===== src/design/ascs_pkg.sv =====
// Constants for the startup configuration sequencer
package ascs_pkg;
    localparam int unsigned CLK_HZ = 10_000_000;
    localparam int unsigned SRST_WAIT_NS = 1000;
    localparam int unsigned SRST_CYCLES =
        (SRST_WAIT_NS * (CLK_HZ / 1_000_000) + 999) / 1000;
    localparam logic [5:0] ADDR_CTRL = 6'h00;
    localparam logic [5:0] ADDR_MODE = 6'h04;
    localparam logic [5:0] ADDR_KM = 6'h08;
    localparam logic [5:0] ADDR_CALCFG = 6'h0c;
    localparam logic [5:0] ADDR_OVR = 6'h10;
    localparam logic [5:0] ADDR_STAT = 6'h14;
    // Control bits
    localparam int CTRL_SRST = 0;
    localparam int CTRL_LINK_EN = 1;
    localparam int CTRL_CAL_EN = 2;
    localparam int CTRL_TRIG = 3;
    localparam int CTRL_SYNC_SEL = 4;
    // Calibration configuration bits
    localparam int CAL_BG = 0;
    localparam int CAL_OFS = 1;
    // Overrange register
    localparam int OVERRANGE_ENABLE = 0;
    localparam int OVR_THR_LSB = 8;
    localparam int OVR_THR_W = 8;
    localparam logic [31:0] CTRL_RESET = 32'h0000_0006;
    localparam logic [31:0] BAD_ADDR_DATA = 32'hdead_0bad;
    localparam int MODE_W = 5;
    localparam int KM_W = 8;
    localparam int CAL_CYCLES = 64;
    typedef enum logic [3:0] {
        ASCS_LNK_OFF = 4'b0001,
        ASCS_LNK_WAIT = 4'b0010,
        ASCS_LNK_ALIGN = 4'b0100,
        ASCS_LNK_DATA = 4'b1000
    } ascs_link_e;
    typedef enum logic [2:0] {
        ASCS_CAL_OFF = 3'b001,
        ASCS_CAL_IDLE = 3'b010,
        ASCS_CAL_RUN = 3'b100
    } ascs_cal_e;
endpackage


===== src/design/ascs_top.sv =====
// Startup configuration sequencer with Avalon-MM register slave
//
// The implementer's own choices: the address map and the Avalon-MM interface to the registers.
`timescale 1ns/1ns
`default_nettype none
module ascs_top
    import ascs_pkg::*;
#(
    parameter int unsigned SRST_WAIT = SRST_CYCLES,
    parameter int unsigned CAL_LEN = CAL_CYCLES
) (
    input wire logic mclk,
    input wire logic rstn,
    input wire logic [5:0] address,
    input wire logic read,
    input wire logic write,
    input wire logic [31:0] writedata,
    output logic [31:0] readdata,
    output logic waitrequest,
    input wire logic single_ended_sync_input_n,
    input wire logic timestamp_sync_n,
    output logic serial_link_enable,
    output logic link_running,
    output logic link_data_phase,
    output logic cal_running,
    output logic cal_busy,
    output logic [MODE_W-1:0] link_mode_select,
    output logic [KM_W-1:0] multiframe_length_minus_one
);
    // Both counters are 16 bits wide
    if (SRST_WAIT < 1 || SRST_WAIT > 65535 || CAL_LEN < 1 ||
            CAL_LEN > 65535) begin : g_bad_count
        $error("ascs_top: bad count parameter");
    end

    logic sync_se_n;
    logic sync_ts_n;
    ascs_sync2 u_sync_se (.mclk(mclk), .rstn(rstn),
        .din(single_ended_sync_input_n), .dout(sync_se_n));
    ascs_sync2 u_sync_ts (.mclk(mclk), .rstn(rstn),
        .din(timestamp_sync_n), .dout(sync_ts_n));

    // Register state
    logic link_en, cal_en, trig, sync_sel, srst_busy;
    logic cal_bg, cal_ofs, overrange_enable;
    logic [OVR_THR_W-1:0] ovr_thr;
    logic [15:0] srst_cnt;
    logic ack;
    logic next_link_en, next_cal_en, next_trig, next_sync_sel;
    logic next_cal_bg, next_cal_ofs, next_overrange_enable;
    logic [OVR_THR_W-1:0] next_ovr_thr;
    logic [MODE_W-1:0] next_mode;
    logic [KM_W-1:0] next_km;
    logic [15:0] next_srst_cnt;
    logic next_ack;
    logic [31:0] next_readdata;
    logic trig_rise;
    ascs_link_e lstate, next_lstate;
    ascs_cal_e cstate, next_cstate;
    logic [15:0] cal_cnt, next_cal_cnt;
    logic sync_req;

    function automatic logic [31:0] stat_word(input ascs_link_e ls,
            input ascs_cal_e cs, input logic busy);
        stat_word = {26'h0000000, busy, cs, ls[3] ? 2'h3 :
            ls[2] ? 2'h2 : ls[1] ? 2'h1 : 2'h0};
    endfunction

    assign srst_busy = (srst_cnt != 16'h0000);
    assign sync_req = sync_sel ? !sync_ts_n : !sync_se_n;

    // Bus: one wait cycle per access, held off during soft reset
    always_comb begin
        next_ack = (read || write) && !ack && !srst_busy;
        next_link_en = link_en;
        next_cal_en = cal_en;
        next_trig = trig;
        next_sync_sel = sync_sel;
        next_cal_bg = cal_bg;
        next_cal_ofs = cal_ofs;
        next_overrange_enable = overrange_enable;
        next_ovr_thr = ovr_thr;
        next_mode = link_mode_select;
        next_km = multiframe_length_minus_one;
        next_srst_cnt = srst_busy ? srst_cnt - 16'h0001 : srst_cnt;
        next_readdata = readdata;
        trig_rise = 1'b0;
        if (next_ack && write) begin
            case (address)
                ADDR_CTRL: begin
                    if (writedata[CTRL_SRST]) begin
                        // Soft reset returns every setting to default
                        next_srst_cnt = SRST_WAIT[15:0];
                        next_link_en = CTRL_RESET[CTRL_LINK_EN];
                        next_cal_en = CTRL_RESET[CTRL_CAL_EN];
                        next_trig = 1'b0;
                        next_sync_sel = 1'b0;
                        next_cal_bg = 1'b0;
                        next_cal_ofs = 1'b0;
                        next_overrange_enable = 1'b0;
                        next_ovr_thr = '0;
                        next_mode = '0;
                        next_km = '0;
                    end else begin
                        next_link_en = writedata[CTRL_LINK_EN];
                        next_cal_en = writedata[CTRL_CAL_EN];
                        next_trig = writedata[CTRL_TRIG];
                        trig_rise = writedata[CTRL_TRIG] && !trig;
                        next_sync_sel = writedata[CTRL_SYNC_SEL];
                    end
                end
                // Link setting writes only take effect while the link is halted
                ADDR_MODE:
                    if (!link_en) next_mode = writedata[MODE_W-1:0];
                ADDR_KM:
                    if (!link_en) next_km = writedata[KM_W-1:0];
                ADDR_CALCFG: begin
                    if (!cal_en) begin
                        next_cal_bg = writedata[CAL_BG];
                        next_cal_ofs = writedata[CAL_OFS];
                    end
                end
                ADDR_OVR: begin
                    next_overrange_enable = writedata[OVERRANGE_ENABLE];
                    next_ovr_thr = writedata[OVR_THR_LSB +: OVR_THR_W];
                end
                default: ;
            endcase
        end
        if (next_ack && read) begin
            case (address)
                ADDR_CTRL: next_readdata = {27'h0, sync_sel, trig,
                    cal_en, link_en, srst_busy};
                ADDR_MODE: next_readdata = {27'h0, link_mode_select};
                ADDR_KM: next_readdata = {24'h0,
                    multiframe_length_minus_one};
                ADDR_CALCFG: next_readdata = {30'h0, cal_ofs, cal_bg};
                ADDR_OVR: next_readdata = {16'h0, ovr_thr, 7'h0,
                    overrange_enable};
                ADDR_STAT: next_readdata = stat_word(lstate, cstate,
                    cal_busy);
                default: next_readdata = BAD_ADDR_DATA;
            endcase
        end
    end

    // Link state machine
    always_comb begin
        next_lstate = lstate;
        case (lstate)
            ASCS_LNK_OFF: if (link_en) next_lstate = ASCS_LNK_WAIT;
            ASCS_LNK_WAIT: if (sync_req) next_lstate = ASCS_LNK_ALIGN;
            ASCS_LNK_ALIGN:
                if (!sync_req) next_lstate = ASCS_LNK_DATA;
            ASCS_LNK_DATA: if (sync_req) next_lstate = ASCS_LNK_ALIGN;
            default: next_lstate = ASCS_LNK_OFF;
        endcase
        if (!link_en) next_lstate = ASCS_LNK_OFF;
    end

    // Calibration state machine
    always_comb begin
        next_cstate = cstate;
        next_cal_cnt = cal_cnt;
        case (cstate)
            ASCS_CAL_OFF: if (cal_en) next_cstate = ASCS_CAL_IDLE;
            ASCS_CAL_IDLE: begin
                if (trig_rise) begin
                    next_cstate = ASCS_CAL_RUN;
                    next_cal_cnt = CAL_LEN[15:0];
                end
            end
            ASCS_CAL_RUN: begin
                next_cal_cnt = cal_cnt - 16'h0001;
                if (cal_cnt == 16'h0001) begin
                    // Background mode keeps tracking after first pass
                    if (cal_bg) next_cal_cnt = CAL_LEN[15:0];
                    else next_cstate = ASCS_CAL_IDLE;
                end
            end
            default: next_cstate = ASCS_CAL_OFF;
        endcase
        if (!cal_en) next_cstate = ASCS_CAL_OFF;
    end

    always_ff @(posedge mclk or negedge rstn) begin
        if (!rstn) begin
            ack <= 1'b0;
            readdata <= 32'h0;
            link_en <= CTRL_RESET[CTRL_LINK_EN];
            cal_en <= CTRL_RESET[CTRL_CAL_EN];
            trig <= 1'b0;
            sync_sel <= 1'b0;
            cal_bg <= 1'b0;
            cal_ofs <= 1'b0;
            overrange_enable <= 1'b0;
            ovr_thr <= '0;
            link_mode_select <= '0;
            multiframe_length_minus_one <= '0;
            srst_cnt <= 16'h0;
            lstate <= ASCS_LNK_OFF;
            cstate <= ASCS_CAL_OFF;
            cal_cnt <= 16'h0;
            waitrequest <= 1'b1;
            serial_link_enable <= 1'b0;
            link_running <= 1'b0;
            link_data_phase <= 1'b0;
            cal_running <= 1'b0;
            cal_busy <= 1'b0;
        end else begin
            ack <= next_ack;
            readdata <= next_readdata;
            link_en <= next_link_en;
            cal_en <= next_cal_en;
            trig <= next_trig;
            sync_sel <= next_sync_sel;
            cal_bg <= next_cal_bg;
            cal_ofs <= next_cal_ofs;
            overrange_enable <= next_overrange_enable;
            ovr_thr <= next_ovr_thr;
            link_mode_select <= next_mode;
            multiframe_length_minus_one <= next_km;
            srst_cnt <= next_srst_cnt;
            lstate <= next_lstate;
            cstate <= next_cstate;
            cal_cnt <= next_cal_cnt;
            waitrequest <= !next_ack;
            serial_link_enable <= next_link_en;
            link_running <= (next_lstate != ASCS_LNK_OFF);
            link_data_phase <= (next_lstate == ASCS_LNK_DATA);
            cal_running <= (next_cstate != ASCS_CAL_OFF);
            cal_busy <= (next_cstate == ASCS_CAL_RUN);
        end
    end
endmodule
`default_nettype wire


===== src/design/ascs_sync2.sv =====
// Two flip-flop synchroniser for pin inputs
`timescale 1ns/1ns
`default_nettype none
module ascs_sync2 (
    input wire logic mclk,
    input wire logic rstn,
    input wire logic din,
    output logic dout
);
    logic meta;
    logic next_meta;
    logic next_dout;
    always_comb begin
        next_meta = din;
        next_dout = meta;
    end
    always_ff @(posedge mclk or negedge rstn) begin
        if (!rstn) begin
            // Idle high like the active-low pins, no false request
            meta <= 1'b1;
            dout <= 1'b1;
        end else begin
            meta <= next_meta;
            dout <= next_dout;
        end
    end
endmodule
`default_nettype wire


===== config.mk =====
export PLATFORM = sky130hd
export DESIGN_NAME = ascs_top
export DESIGN_NICKNAME = d
export VERILOG_FILES = /design/src/design/ascs_pkg.sv /design/src/design/ascs_top.sv /design/src/design/ascs_sync2.sv
export SDC_FILE = /design/constraint.sdc
export NUM_CORES = 1
export LEC_CHECK = 0
export BUFFER_PORTS_ARGS = -buffer_cell sky130_fd_sc_hd__clkbuf_2
export CAP_MARGIN = 20
export CORE_ASPECT_RATIO = 0.6
export CORE_MARGIN = 10
export CORE_UTILIZATION = 59
export DETAILED_ROUTE_END_ITERATION = 8
export PLACE_DENSITY = 0.85
export SLEW_MARGIN = 20
export SYNTH_ARGS = -nofsm -noshare
export SYNTH_HDL_FRONTEND = slang
export SYNTH_SLANG_ARGS = --single-unit

===== constraint.sdc =====
create_clock -name mclk -period 6.25 [get_ports mclk]
set_input_delay 0.625 -clock mclk [delete_from_list [all_inputs] [get_ports mclk]]
set_output_delay 0.625 -clock mclk [all_outputs]
set_load 0.01 [all_outputs]

; ---- Word-level counts from Yosys, hierarchy flattened
; Cells that the tools add are included.
; Widths: inputs -> output; s select.
[op_classes]
n_reduce_logical = 26
n_eq_ne = 22
add_sub_neg = 2
mux = 44
[ops]
columns = operator, count
row1 = $pmux 32 s6, 1
row2 = $mux 16, 7
row3 = $pmux 16 s2, 1
row4 = $pmux 8 s2, 2
row5 = $sub 16x1->16 const B, 2
row6 = $eq 16x1->1 const B, 1
row7 = $mux 8, 2
row8 = $reduce_bool 16->1, 1
row9 = $mux 1, 14
row10 = $eq 6x4->1 const B, 2
row11 = $eq 6x5->1 const B, 2
row12 = $mux 3, 4
row13 = $mux 4, 3
row14 = $pmux 4 s3, 1
row15 = $reduce_and 4->1, 3
row16 = $mux 5, 2
row17 = $ne 2x2->1 const B, 5
row18 = $pmux 5 s2, 1
row19 = $reduce_bool 2->1, 5
row20 = $pmux 3 s3, 1
row21 = $eq 4x4->1 const B, 2
row22 = $eq 3x3->1 const B, 2
row23 = $eq 6x3->1 const B, 1
row24 = $logic_not 1->1, 6
row25 = other kinds (15), 23
[word_totals]
inputBits = 44
out_inout_bits = 51
register_bits = 110
word_cells = 120

; ---- Depth between registers and ports, before layout
[depth]
word_depth = 9
mapped_depth = 8
depth_no_buf = 7

; ---- Hierarchy
; Synthesis repeated with hierarchy kept, for this count alone.
[unflattened]
hier_cells = 483
area_unflattened_um2 = 4772.1
[by_module_without_submodules]
columns = mod, cells_each, seq_area_each_um2, area_per_inst_um2, instances
row1 = ascs_top, 479, 2283.4, 4667.0, 1
row2 = ascs_sync2, 2, 52.6, 52.6, 2

; ---- Worst setup path after synthesis
; OpenSTA, ideal clock, no wires.
[synth_path]
kind = input to register
start = in address[4]
end = reg multiframe_length_minus_one[6]
t_arrival_ns = 2.132
cell_stages = 6
setup_slack_ns = 3.986
n_path_buf = 2
setup_time_ns = 0.132
t_required_ns = 6.118
cell_sequence = clkbuf_1 > nor4_1 > nand2_1 > o2111ai_1 > clkbuf_1 > o21ai_1
[synth_via]
elab_chain_len = 3
elab_cells_between_ends = 7
classes_between = eq/ne (3) / mux (1) / reduce/logical (3)
[synth_rtl]
columns = element, line
row1 = "start, declared", ascs_top.sv:14  ; input wire logic [5:0] address,
row2 = $eq 6x4->1 or $logic_not 6->1 (tied branches), ascs_top.sv:89  ; case (address)
row3 = $ne 2x2->1 (no source line) or $reduce_bool 2->1 (tied branches), --
row4 = $reduce_and 4->1 (no source line), --
row5 = "end signal, assigned", ascs_top.sv:222  ; multiframe_length_minus_one <= next_km;
row6 = "end, declared", ascs_top.sv:28  ; output logic [KM_W-1:0] multiframe_length_minus_one
; Parallel ways exist; a longest one is shown, timed or not.
; A chain may end at the register's enable or synchronous reset.

; ---- Worst setup path in the final report
[layout_path]
start = reg srst_cnt[2]
end = reg readdata[1]
[layout_via]
elab_chain_len = 4
[layout_rtl]
columns = element, line
row1 = "start, declared", ascs_top.sv:47  ; logic [15:0] srst_cnt;
row2 = "start signal, assigned", ascs_top.sv:223  ; srst_cnt <= next_srst_cnt;
row3 = $reduce_bool 16->1, ascs_top.sv:69  ; assign srst_busy = (srst_cnt != 16'h0000);
row4 = $logic_not 1->1, ascs_top.sv:74  ; next_ack = (read || write) && !ack && !srst_busy;
row5 = $logic_and 1x1->1, ascs_top.sv:74
row6 = $logic_and 1x1->1, ascs_top.sv:130  ; if (next_ack && read) begin
row7 = "end signal, assigned", ascs_top.sv:212  ; readdata <= next_readdata;
row8 = "end, declared", ascs_top.sv:18  ; output logic [31:0] readdata,
; Every way passes these cells.

==> qor.csv <==
metric;value;unit
cts_tree;yes;
finalWirelength;11320;µm
synth_top_area_share;46.99;%
ff2ff_setup_slack;3.40;ns
swShare;31.26;%
multi_input_area;1956;µm²
powerDensity;305.0;nW/µm²
leakage;2.401;nW
grt_start_max_net_pins;70;
grt_pass1_vias;3638;
setup_viol;0;
hpwl;8255;µm
cp_slowest_stage_delay;0.86;ns
ys_seq_area_share;52.16;%
track_usage;19.53;%
period_minus_slack;2.849;ns
route.detailed.wl_per_inst;18.06;µm
hp-class;in2async;
status;finished clean;
ios;95;
path_buf_inv;0;
fin_skew;0.008159;ns
worst_pin_slew;0.9880;ns
syn-cell-area;4579;µm²
die-width;133.7;µm
synth_edf_count;0;
power.net_switching;0.0004959;W
crit_required;6.46;ns
seqCellArea;2389;µm²
antenna_left;0;
drt_iter0_markers;361;
n_fill_cell;564;
fin_setup_tns;0;ns
yosysMostFrequentCell;dfrtp_1;
synth_warnings;0;
final_nets;565;
power_frac_seq;48.7;%
worstPathArrival;3.06;ns
num_rows;24;
yosys.area.top_type;dfrtp_1;
dr_total_vias;3749;
fp.dieH;88.24;µm
numCtsBuffers;9;
fp.coreArea;7387;µm²
routed-wl-met2;4914;µm
ys_async_sr_fraction;100.0;%
die_area;11800;µm²
fin_crit_sh;45.58;%
avgViaCountPerCell;5.979;
syn_inst;463;
ir_drop;294.9;µV
start_util;61.99;%
area_growth;13.58;%
met3_length;1308;µm
clk_pin_slew_worst_paths;0.07;ns
root_buffer;clkbuf_16;
path_class;reg2reg;
insertion_delay;0.35;ns
internal-power;0.001090;W
power;0.001586;W
cp-end-kind;flop;
pwr-share-clk;33.3;%
grt_antenna_before_repair;1;
grt_first_pass_wirelength;18550;µm
rsz0062_at_grt;no;
ys_seq_elements;95;
ys.flop_type;dfrtp_1;
met1_length;4993;µm
syn_area_per_cell;9.891;µm²
timing.fmax;0.3510;GHz
slowest_stage;or3b_1;
cp_max_fo;20;
cts_setup_buffers;0;
io_buffer_count;73;
post-route-drc-count;0;
overflow;0;
synthTopCellsByCount;86 x dfrtp_1, 62 x nand2_1, 27 x nor2_1, 22 x nand3_1, 18 x a21oi_1;
crit_chain;nor4_2, nand4_1, or3b_1, nand2_1, o21ai_1;
maxSlewViolCount;0;
synth_area_leaders;dfrtp_1 47%, dfstp_2 5.2%, nand2_1 5.1%, mux2i_1 2.6%, buf_4 2.5%;
cts_hold_buf;0;
cts.path.max_buffers;2;
finalHoldViolCount;0;
htree_levels;3;
slew_headroom;33.53;%
num_antenna_cells;0;
cp_top_family;simple AND/OR/NAND/NOR gates;
cts_resized;0;
gp_congestion;0.8655;
drtPass1Iterations;7;
routed.top_layer;met4;
pwr-share-comb;18.0;%
ys_types;60;
numClockSinks;95;
startpoint_type;flop;
drive_gt1_share;21.22;%
timing.max_cap.violations;0;
-- power by group through the flow --
stage / sequential [W] / clock [W] / combinational, W
floorplan: 0.000779 / 0 / 0.000210
global placement: 0.000776 / 0 / 0.000279
detailed placement: 0.000782 / 0 / 0.000287
CTS: 0.000772 / 0.000539 / 0.000288
global route: 0.000785 / 0.000567 / 0.000327
finish: 0.000772 / 0.000529 / 0.000285
-- cells by family after synthesis --
kind of cell,share of synthesized area [%]
mux,2.623
fa+ha+maj,0.8198
xor+xnor,3.251
buf+inv,5.601
simple gates,21.37
other cells,0.08189
flops,52.16
compound gates,14.10
-- sequential cells by signal, indices dropped and copies added (netlist names), 3 cells and up --
| register | flops |
|---|---|
| cal_cnt | 16 |
| cstate | 3 |
| link_mode_select | 5 |
| lstate | 4 |
| multiframe_length_minus_one | 8 |
| ovr_thr | 8 |
| readdata | 17 |
| srst_cnt | 16 |
-- final timing paths --
kind                             startpoint        endpoint  cells after the start
max                             srst_cnt[2]     readdata[1]                      5
min                                    rstn    srst_cnt[11]                      1
max reg2reg                     srst_cnt[2]     readdata[1]                      5
min reg2reg                  u_sync_ts.meta  u_sync_ts.dout                      0
max in group asynchronous              rstn       cstate[1]                      2
min in group mclk          timestamp_sync_n  u_sync_ts.meta                      1
-- layer usage --
layer / vias to the layer above / track usage (%)
met4: 0 / 4.523
met1: 1799 / 25.91
met3: 15 / 8.541
met5: - / 0
met2: 184 / 29.08
li1: 1751 / -
-- per-stage QoR --
stage | hold slack [ns] | utilization, % | worst slack [ns] | std cells | instance area, µm²
finish | 0.1808 | 70.41 | 3.401 | 627 | 5201
CTS | 0.1866 | 70.33 | 3.429 | 627 | 5195
global placement | 0.3473 | 66.43 | 3.265 | 611 | 4907
detailed placement | 0.3478 | 66.43 | 3.122 | 611 | 4907
floorplan | 0.3294 | - | 3.986 | 467 | 4594
global route | 0.1923 | 70.41 | 3.174 | 627 | 5201
-- cell type report --
type,count,share of cell area [%]
clock inverters,7,1.203
inverters,17,1.227
multi-input cells,321,37.60
repair buffers,74,7.217
flip-flops and latches,95,45.92
well taps,104,2.502
clock buffers,9,4.330
-- cell usage in the layout, fill, tap and decap left out, types with 6 or more instances in the layout --
master     netlist  routed
dfrtp_1         86      86
clkbuf_2         0      72
nand2_1         62      62
nor2_1          27      27
nand3_1         22      22
a21oi_1         18      18
inv_1           17      17
o21ai_0         17      17
o21ai_1         17      17
nor3_1          13      13
mux2i_1         12      12
xor2_1          11      11
a22o_1           9       9
dfstp_2          9       9
clkbuf_16        0       9
o31ai_1          8       8
xnor2_1          6       6
or3_1            6       6
nand3b_1         6       6
No activity file was read; power rests on OpenSTA's default activity.
